### src/logic/csie_regs.svh
// register indices, field positions and reset values
// assumes a 32-bit word per register, byte address = index * 4
`ifndef CSIE_REGS_SVH
`define CSIE_REGS_SVH
`define CSIE_IDX_INTENA 12'h038
`define CSIE_IDX_CLKSEL 12'h039
`define CSIE_IDX_STATUS 12'h040
`define CSIE_BIT_TICK_IE 7
`define CSIE_BIT_LOCK_IE 4
`define CSIE_BIT_OSC_IE 1
`define CSIE_BIT_PLL 7
`define CSIE_BIT_PSEUDO_STOP 6
`define CSIE_BIT_WD_STOP_GATE 5
`define CSIE_BIT_WDAUX 4
`define CSIE_BIT_TPS 3
`define CSIE_BIT_WPS 2
`define CSIE_BIT_TICKOSC 1
`define CSIE_BIT_WDOSC 0
`define CSIE_RST_INTENA 8'h00
`define CSIE_RST_CLKSEL 8'h80
`define CSIE_AUX_SYNC_STAGES 2
`define CSIE_RESP_OKAY 2'h0
`define CSIE_RESP_SLVERR 2'h2
`endif

### src/logic/csie_pkg.sv
// types shared by the clock-select and interrupt-enable block
// no dependencies
package csie_pkg;
  typedef struct packed {
    logic sysclk_from_pll;
    logic pseudo_stop_select;
    logic watchdog_stop_clock_disable;
    logic watchdog_aux_clock_select;
    logic tick_in_pseudo_stop;
    logic watchdog_in_pseudo_stop;
    logic tick_clock_select;
    logic watchdog_osc_select;
  } csie_clksel_t;
  typedef struct packed {
    logic tick;
    logic lock_change;
    logic osc_change;
  } csie_irq_t;
  typedef enum logic [1:0] {
    CSIE_WD_IRC,
    CSIE_WD_OSC,
    CSIE_WD_AUX
  } csie_wd_src_t;
endpackage

### src/logic/csie_top.sv
// clock-select and interrupt-enable control, AXI4-Lite slave
// assumes flags, write-once and mode come from logic on aclk;
// osc qualification and aux clock arrive asynchronous
//
// Functional notes
// tick enable bit 7 passes the tick flag as interrupt request
// lock enable bit 4 passes the lock-change flag as request
// osc enable bit 1 passes the osc-change flag as request
// protect set: every clock-select write is ignored, any mode
// special mode, unprotected: all clock-select bits writable
// normal mode: pll, pseudo stop, tick/wd pseudo, tick clock always
// normal mode: watchdog stop gate and selects only before write-once
// osc select cleared by lost qualification may be set once again
// aux select survives lost qualification, settable only in special mode or before write-once
// software reads back clock-select to confirm selections
// pll select picks pll or oscillator as system source, bus half
// pll select clears only while oscillator qualified
// lost qualification or full stop entry forces pll select
// pseudo stop keeps oscillator running in stop, else off
// software waits oscillator start-up before pseudo stop
// stop-clock disable gates watchdog aux clock in stop, wakeup clock untouched
// aux-clock stop gating synchronised through two stages stepped by aux edges
// software waits two aux cycles before next stop request
// aux select picks aux clock, change restarts watchdog
// while aux selected, osc select neither steers nor restarts
// tick runs in pseudo stop only with enable and osc clock
// watchdog runs in pseudo stop only with enable and osc clock
// tick clock select sets only if qualified, cleared on loss
// qualified status mirrors oscillator, cleared in full stop
`timescale 1ns/100ps
`include "csie_regs.svh"
module csie_top import csie_pkg::*; #(
  parameter int ADDR_W = 12
) (
  // clock, reset, enable
  input wire logic aclk,
  input wire logic aresetn,
  input wire logic ce,
  // axi4-lite slave
  input wire logic [ADDR_W-1:0] awaddr,
  input wire logic awvalid,
  output logic awready,
  input wire logic [31:0] wdata,
  input wire logic [3:0] wstrb,
  input wire logic wvalid,
  output logic wready,
  output logic [1:0] bresp,
  output logic bvalid,
  input wire logic bready,
  input wire logic [ADDR_W-1:0] araddr,
  input wire logic arvalid,
  output logic arready,
  output logic [31:0] rdata,
  output logic [1:0] rresp,
  output logic rvalid,
  input wire logic rready,
  // neighbouring blocks
  input wire logic special_mode,
  input wire logic register_protect,
  input wire logic watchdog_ctrl_written,
  input wire logic stop_mode,
  input wire logic tick_flag,
  input wire logic lock_change_flag,
  input wire logic osc_change_flag,
  // asynchronous inputs
  input wire logic osc_qualified_async,
  input wire logic aux_clock_async,
  // interrupt requests
  output csie_irq_t irq_req,
  // clock steering
  output logic sysclk_from_pll,
  output logic oscillator_enable,
  output logic tick_run,
  output logic tick_restart,
  output csie_wd_src_t watchdog_src,
  output logic watchdog_run,
  output logic watchdog_restart,
  output logic watchdog_aux_enable,
  output logic osc_qualified
);

  localparam logic [ADDR_W-1:0] A_INT = ADDR_W'(`CSIE_IDX_INTENA * 4);
  localparam logic [ADDR_W-1:0] A_CLK = ADDR_W'(`CSIE_IDX_CLKSEL * 4);
  localparam logic [ADDR_W-1:0] A_STA = ADDR_W'(`CSIE_IDX_STATUS * 4);

  function automatic csie_wd_src_t wd_src(input csie_clksel_t c);
    if (c.watchdog_aux_clock_select)
      return CSIE_WD_AUX;
    else if (c.watchdog_osc_select)
      return CSIE_WD_OSC;
    return CSIE_WD_IRC;
  endfunction

  // synchronisers: first stage read only by the second
  logic oq_s1_q, oq_s2_q, ax_s1_q, ax_s2_q, ax_s3_q;
  always_ff @(posedge aclk) begin
    if (!aresetn) begin
      oq_s1_q <= 1'b0;
      oq_s2_q <= 1'b0;
      ax_s1_q <= 1'b0;
      ax_s2_q <= 1'b0;
      ax_s3_q <= 1'b0;
    end else if (ce) begin
      oq_s1_q <= osc_qualified_async;
      oq_s2_q <= oq_s1_q;
      ax_s1_q <= aux_clock_async;
      ax_s2_q <= ax_s1_q;
      ax_s3_q <= ax_s2_q;
    end
  end

  logic aux_edge;
  assign aux_edge = ax_s2_q & ~ax_s3_q;

  // axi write channel
  logic aw_have_q, w_have_q;
  logic [ADDR_W-1:0] aw_addr_q;
  logic [7:0] w_data_q;
  logic w_lane_q;
  logic wr_go;
  assign wr_go = aw_have_q & w_have_q & ~bvalid;

  always_ff @(posedge aclk) begin
    if (!aresetn) begin
      aw_have_q <= 1'b0;
      w_have_q <= 1'b0;
      aw_addr_q <= '0;
      w_data_q <= 8'h00;
      w_lane_q <= 1'b0;
      awready <= 1'b0;
      wready <= 1'b0;
      bvalid <= 1'b0;
      bresp <= `CSIE_RESP_OKAY;
    end else if (ce) begin
      awready <= ~aw_have_q & ~(awvalid & awready);
      wready <= ~w_have_q & ~(wvalid & wready);
      if (awvalid && awready) begin
        aw_have_q <= 1'b1;
        aw_addr_q <= awaddr;
      end
      if (wvalid && wready) begin
        w_have_q <= 1'b1;
        w_data_q <= wdata[7:0];
        w_lane_q <= wstrb[0];
      end
      if (wr_go) begin
        bvalid <= 1'b1;
        aw_have_q <= 1'b0;
        w_have_q <= 1'b0;
        bresp <= (aw_addr_q == A_INT || aw_addr_q == A_CLK ||
                  aw_addr_q == A_STA) ? `CSIE_RESP_OKAY : `CSIE_RESP_SLVERR;
      end else if (bvalid && bready) begin
        bvalid <= 1'b0;
      end
    end
  end

  logic wr_int, wr_clk;
  assign wr_int = wr_go & w_lane_q & (aw_addr_q == A_INT);
  assign wr_clk = wr_go & w_lane_q & (aw_addr_q == A_CLK);

  // write-once of the watchdog control, sticky until reset
  logic wo_done_q;
  always_ff @(posedge aclk) begin
    if (!aresetn)
      wo_done_q <= 1'b0;
    else if (ce && watchdog_ctrl_written)
      wo_done_q <= 1'b1;
  end

  // stop tracking; full stop entered on stop rise without pseudo stop
  csie_clksel_t cs_q, cs_d;
  logic stop_q, full_stop, full_entry;
  assign full_entry = stop_mode & ~stop_q & ~cs_q.pseudo_stop_select;
  assign full_stop = stop_mode & ~cs_q.pseudo_stop_select;
  always_ff @(posedge aclk) begin
    if (!aresetn)
      stop_q <= 1'b0;
    else if (ce)
      stop_q <= stop_mode;
  end

  logic oq;
  assign oq = oq_s2_q & ~full_stop;

  // interrupt enable register
  logic [7:0] ie_q;
  always_ff @(posedge aclk) begin
    if (!aresetn)
      ie_q <= `CSIE_RST_INTENA;
    else if (ce && wr_int)
      ie_q <= w_data_q;
  end

  always_ff @(posedge aclk) begin
    if (!aresetn) begin
      irq_req <= '0;
    end else if (ce) begin
      irq_req.tick <= tick_flag & ie_q[`CSIE_BIT_TICK_IE];
      irq_req.lock_change <= lock_change_flag & ie_q[`CSIE_BIT_LOCK_IE];
      irq_req.osc_change <= osc_change_flag & ie_q[`CSIE_BIT_OSC_IE];
    end
  end

  // clock-select register
  logic open_all, open_once, wd_lost_q, osc_rearm;
  csie_clksel_t wv;
  assign wv = csie_clksel_t'(w_data_q);
  assign open_all = wr_clk & ~register_protect;
  assign open_once = open_all & (special_mode | ~wo_done_q);
  assign osc_rearm = open_all & wd_lost_q;

  always_comb begin
    cs_d = cs_q;
    if (open_all) begin
      cs_d.sysclk_from_pll = wv.sysclk_from_pll | ~oq;
      cs_d.pseudo_stop_select = wv.pseudo_stop_select;
      cs_d.tick_in_pseudo_stop = wv.tick_in_pseudo_stop;
      cs_d.watchdog_in_pseudo_stop = wv.watchdog_in_pseudo_stop;
      cs_d.tick_clock_select = wv.tick_clock_select & oq;
    end
    if (open_once) begin
      cs_d.watchdog_stop_clock_disable = wv.watchdog_stop_clock_disable;
      cs_d.watchdog_aux_clock_select = wv.watchdog_aux_clock_select;
    end
    if (open_once || (osc_rearm && wv.watchdog_osc_select))
      cs_d.watchdog_osc_select = wv.watchdog_osc_select & oq;
    if (!oq) begin
      cs_d.tick_clock_select = 1'b0;
      cs_d.watchdog_osc_select = 1'b0;
    end
    if (!oq || full_entry)
      cs_d.sysclk_from_pll = 1'b1;
  end

  always_ff @(posedge aclk) begin
    if (!aresetn)
      cs_q <= csie_clksel_t'(`CSIE_RST_CLKSEL);
    else if (ce)
      cs_q <= cs_d;
  end

  // loss-cleared marker; the loss wins over a re-arm in the same cycle
  always_ff @(posedge aclk) begin
    if (!aresetn)
      wd_lost_q <= 1'b0;
    else if (ce) begin
      if (!oq && cs_q.watchdog_osc_select)
        wd_lost_q <= 1'b1;
      else if (cs_q.watchdog_osc_select)
        wd_lost_q <= 1'b0;
    end
  end

  // stop gating of the watchdog aux clock, stepped by aux edges
  logic [`CSIE_AUX_SYNC_STAGES-1:0] ax_stop_q;
  always_ff @(posedge aclk) begin
    if (!aresetn)
      ax_stop_q <= '0;
    else if (ce && aux_edge)
      ax_stop_q <= {ax_stop_q[`CSIE_AUX_SYNC_STAGES-2:0], stop_mode};
  end

  // steering outputs
  logic osc_wd, wd_src_chg;
  csie_wd_src_t src_now;
  assign src_now = wd_src(cs_q);
  assign osc_wd = (src_now == CSIE_WD_OSC);
  assign wd_src_chg = (wd_src(cs_d) != src_now);

  always_ff @(posedge aclk) begin
    if (!aresetn) begin
      sysclk_from_pll <= 1'b1;
      oscillator_enable <= 1'b1;
      tick_run <= 1'b1;
      tick_restart <= 1'b0;
      watchdog_src <= CSIE_WD_IRC;
      watchdog_run <= 1'b1;
      watchdog_restart <= 1'b0;
      watchdog_aux_enable <= 1'b1;
      osc_qualified <= 1'b0;
    end else if (ce) begin
      // bus clock is this source halved downstream
      sysclk_from_pll <= cs_q.sysclk_from_pll;
      oscillator_enable <= ~stop_mode | cs_q.pseudo_stop_select;
      tick_run <= ~stop_mode | (cs_q.pseudo_stop_select &
                  cs_q.tick_in_pseudo_stop & cs_q.tick_clock_select);
      tick_restart <= cs_d.tick_clock_select != cs_q.tick_clock_select;
      watchdog_src <= src_now;
      watchdog_run <= ~stop_mode | (cs_q.pseudo_stop_select &
                      cs_q.watchdog_in_pseudo_stop & osc_wd);
      watchdog_restart <= wd_src_chg;
      // only the watchdog branch is gated; the wakeup timer keeps its clock
      watchdog_aux_enable <= ~(ax_stop_q[`CSIE_AUX_SYNC_STAGES-1] &
                             cs_q.watchdog_stop_clock_disable);
      osc_qualified <= oq;
    end
  end

  // read channel; status word is read-only
  logic [7:0] rd_mux;
  always_comb begin
    rd_mux = 8'h00;
    if (araddr == A_INT)
      rd_mux = ie_q & 8'h92;
    else if (araddr == A_CLK)
      rd_mux = cs_q;
    else if (araddr == A_STA)
      rd_mux = {3'h0, wd_lost_q, src_now, stop_q, oq};
  end

  always_ff @(posedge aclk) begin
    if (!aresetn) begin
      arready <= 1'b0;
      rvalid <= 1'b0;
      rdata <= 32'h0000_0000;
      rresp <= `CSIE_RESP_OKAY;
    end else if (ce) begin
      arready <= ~rvalid & ~(arvalid & arready);
      if (arvalid && arready) begin
        rvalid <= 1'b1;
        rdata <= {24'h00_0000, rd_mux};
        rresp <= (araddr == A_INT || araddr == A_CLK || araddr == A_STA) ?
                 `CSIE_RESP_OKAY : `CSIE_RESP_SLVERR;
      end else if (rvalid && rready) begin
        rvalid <= 1'b0;
      end
    end
  end
endmodule

### config.mk
export PLATFORM = sky130hd
export DESIGN_NAME = csie_top
export DESIGN_NICKNAME = d
export VERILOG_FILES = /design/src/logic/csie_pkg.sv /design/src/logic/csie_top.sv
export VERILOG_INCLUDE_DIRS = /design/src /design/src/logic
export SDC_FILE = /design/constraint.sdc
export NUM_CORES = 1
export LEC_CHECK = 0
export BUFFER_PORTS_ARGS = -buffer_cell sky130_fd_sc_hd__buf_2
export CORE_ASPECT_RATIO = 0.75
export CORE_MARGIN = 2
export CORE_UTILIZATION = 51
export CTS_CLUSTER_SIZE = 14
export DETAILED_ROUTE_END_ITERATION = 7
export PLACE_DENSITY = 0.95
export SYNTH_ARGS = -nofsm -noshare
export SYNTH_HDL_FRONTEND = slang
export SYNTH_SLANG_ARGS = --single-unit
### constraint.sdc
create_clock -name aclk -period 3.4 [get_ports aclk]
set_input_delay 0.68 -clock aclk [delete_from_list [all_inputs] [get_ports aclk]]
set_output_delay 0.68 -clock aclk [all_outputs]
set_load 0.1 [all_outputs]
==> insert_results.sql <==
INSERT INTO impl_metrics (metric_group, metric, value, unit) VALUES
('pwr', 'ratio_of_total_power_to_cell_area', '495', 'mW/mm²'),
('die', 'die_h', '71.4', 'µm'),
('critical_path', 'arrival', '2260', 'ps'),
('hold_path', 'worst_hold_startpoint', 'w_data_q[5]', ''),
('yosys', 'synth-edff-count', '0', ''),
('routing', 'detailed_routing_iteration_count_for_the_pre_antenna_repair_pass', '4', ''),
('timing', 'setup_total_negative_slack', '0', 'ps'),
('clock_network', 'clock_sinks', '72', ''),
('pwr', 'peakVddDrop', '223', 'µV'),
('die', 'core.rowCount', '24', ''),
('global_route', 'overflow', '0', ''),
('pwr', 'leakage', '1.59', 'nW'),
('critical_path', 'r2r_setup_slack', '1410', 'ps'),
('clock_network', 'cts_resized', '0', ''),
('routing', 'routed_wire_length_per_instance', '14.4', 'µm'),
('layout', 'multi_input_area', '0.00146', 'mm²'),
('routing', 'residual_antenna_violating_net_count_after_detailed_routing', '0', ''),
('critical_path', 'timing.critical_path.from', 'aw_addr_q[4]', ''),
('global_route', 'grt_use_total', '0.235', ''),
('routing', 'route.detailed.vias_per_inst', '5.44', ''),
('placed_design', 'buffer_ports.inserted', '77', ''),
('timing', 'finalSetupViolCount', '0', ''),
('yosys', 'yosys.cell_count.top_type', 'dfxtp_1', ''),
('die', 'coreArea', '0.00583', 'mm²'),
('critical_path', 'rr_startpoint', 'aw_addr_q[4]', ''),
('global_route', 'vias_in_the_first_global_route', '2696', ''),
('routing', 'remaining_drc_errors', '0', ''),
('timing', 'min_period', '1990', 'ps'),
('timing', 'timing_max_transition_violations_final', '0', ''),
('yosys', 'netlist_instances', '368', ''),
('critical_path', 'crit_required', '3670', 'ps'),
('critical_path', 'timing_worst_setup_path_type', 'reg -> reg', ''),
('placed_design', 'place.detailed.instances', '509', ''),
('yosys', 'synth.cells.most_frequent', 'dfxtp_1 (72), nand2_1 (67), a21oi_1 (44)', ''),
('yosys', 'synth_top_area_share', '0.467', ''),
('die', 'boundaryPins', '131', ''),
('timing', 'finalCritPeriodShare', '0.587', ''),
('placed_design', 'hpwlAfterDp', '5420', 'µm'),
('clock_network', 'cts.hold.buffers_added', '0', ''),
('yosys', 'yosysWarningCount', '0', ''),
('outcome', 'status', 'completed', ''),
('timing', 'timing_worst_slew_pin_value', '742', 'ps'),
('timing', 'final-hold-violation-count', '0', ''),
('routing', 'postRouteWirelength', '7570', 'µm'),
('critical_path', 'timing.critical_path.fanout_max', '6', ''),
('hold_path', 'worst_hold_path_type', 'reg -> reg', ''),
('timing', 'slew-limit-headroom', '0.505', ''),
('clock_network', 'postCtsSetupRepairBufs', '0', ''),
('clock_network', 'cts-htree-levels', '3', ''),
('placed_design', 'detailedPlace.worstSlack', '1180', 'ps'),
('layout', 'layout-drive-gt1-share', '0.220', ''),
('layout', 'antenna-diode-count', '0', ''),
('die', 'die_width', '93.8', 'µm'),
('clock_network', 'cts_root_buffer', 'clkbuf_8', ''),
('critical_path', 'worst_setup_path_start_kind', 'register', ''),
('yosys', 'synth_cell_types', '42', ''),
('die', 'floorplan.die_area', '0.00669', 'mm²'),
('routing', 'route.vias.total', '2853', ''),
('yosys', 'synth.yosys.seq_area_share', '0.467', ''),
('yosys', 'synthFlopType', 'dfxtp_1', ''),
('clock_network', 'numCtsBuffers', '9', ''),
('layout', 'layout.filler_cells', '480', ''),
('timing', 'worst_setup_slack_after_layout', '1410', 'ps'),
('layout', 'area.sequential', '0.00144', 'mm²'),
('layout', 'finalNetCount', '519', ''),
('layout', 'area_growth', '17.0', '%'),
('run', 'max_cap_viol_count', '0', ''),
('timing', 'clock-skew-final', '9.05', 'ps'),
('placed_design', 'place.gp.congestion', '0.800', ''),
('global_route', 'grt_first_pass_wirelength', '12200', 'µm'),
('critical_path', 'worst_setup_path_end_kind', 'register', '');
cell usage in the layout (no fill, tap or decap), types with 2 or more instances in the layout:
cell      instances
a21oi_1          44
a221oi_1          3
and3_1            4
buf_2            77
clkbuf_8         11
clkinv_2          2
conb_1           26
dfxtp_1          72
inv_1             5
mux2i_1          24
nand2_1          67
nand2b_1          2
nand3_1          14
nand4_1           2
nand4b_1          2
nor2_1           35
nor2b_1           4
nor3_1            6
nor4_1            4
o21ai_0          14
o311ai_0          3
flip-flops by register name, summed over array words and instances, names as in the netlist, 2 cells and up:
signal / flops
w_data_q: 8
irq_req: 3
ie_q: 3
ax_stop_q: 2
rdata: 8
cs_q: 8
watchdog_src: 2
aw_addr_q: 12
per-layer routing:
metal	global-route usage	vias to the layer above	routed length (µm)
li1	-	1366	-
met4	0.0998	0	122
met1	0.282	1325	3090
met3	0.0873	18	773
met2	0.381	144	3590
met5	0	-	0
through the flow:
stage	area (µm²)	hold WS [ps]	utilization	power [W]
floorplan	3180	431	-	0.00116
global placement	3440	438	0.590	0.00120
detailed placement	3440	444	0.590	0.00120
CTS	3610	453	0.620	0.00179
global route	3610	471	0.620	0.00184
finish	3610	456	0.620	0.00179
path summary, 6_finish.rpt:
| kind | end | cells after the start |
|---|---|---|
| setup reg to reg | cs_q[0] | 5 |
| hold reg to reg | w_data_q[5] | 2 |
| setup / recovery | cs_q[0] | 5 |
| hold / removal | w_data_q[5] | 2 |
worst max-delay path: stages (launching register included):
cell	delay, ps
dfxtp_1	310
or4_1	550
and4bb_2	390
nand3_4	130
or2_2	350
a21oi_1	190
cell type report:
type	instances	area share
Inverter	6	0.00624
Timing Repair Buffer	79	0.114
Tap cell	78	0.0270
Clock buffer	12	0.0430
Clock inverter	3	0.00485
Sequential cell	72	0.399
Multi-Input combinational cell	274	0.405
power breakdown:
group | switching, W | internal, W
clock network | 0.000301 | 0.000298
registers | 0.0000153 | 0.000863
logic | 0.000254 | 0.0000541
total | 0.000571 | 0.00122
cells by family (layout without fill, tap and decap cells):
kind of cell    Yosys count  after routing  synth area share
compound gates           73             73             0.134
simple gates            151            151             0.231
buf+inv                  47            100            0.0888
other cells               1             26           0.00122
mux                      24             24            0.0779
flops                    72             72             0.467
No activity file was read; power rests on OpenSTA's default activity.
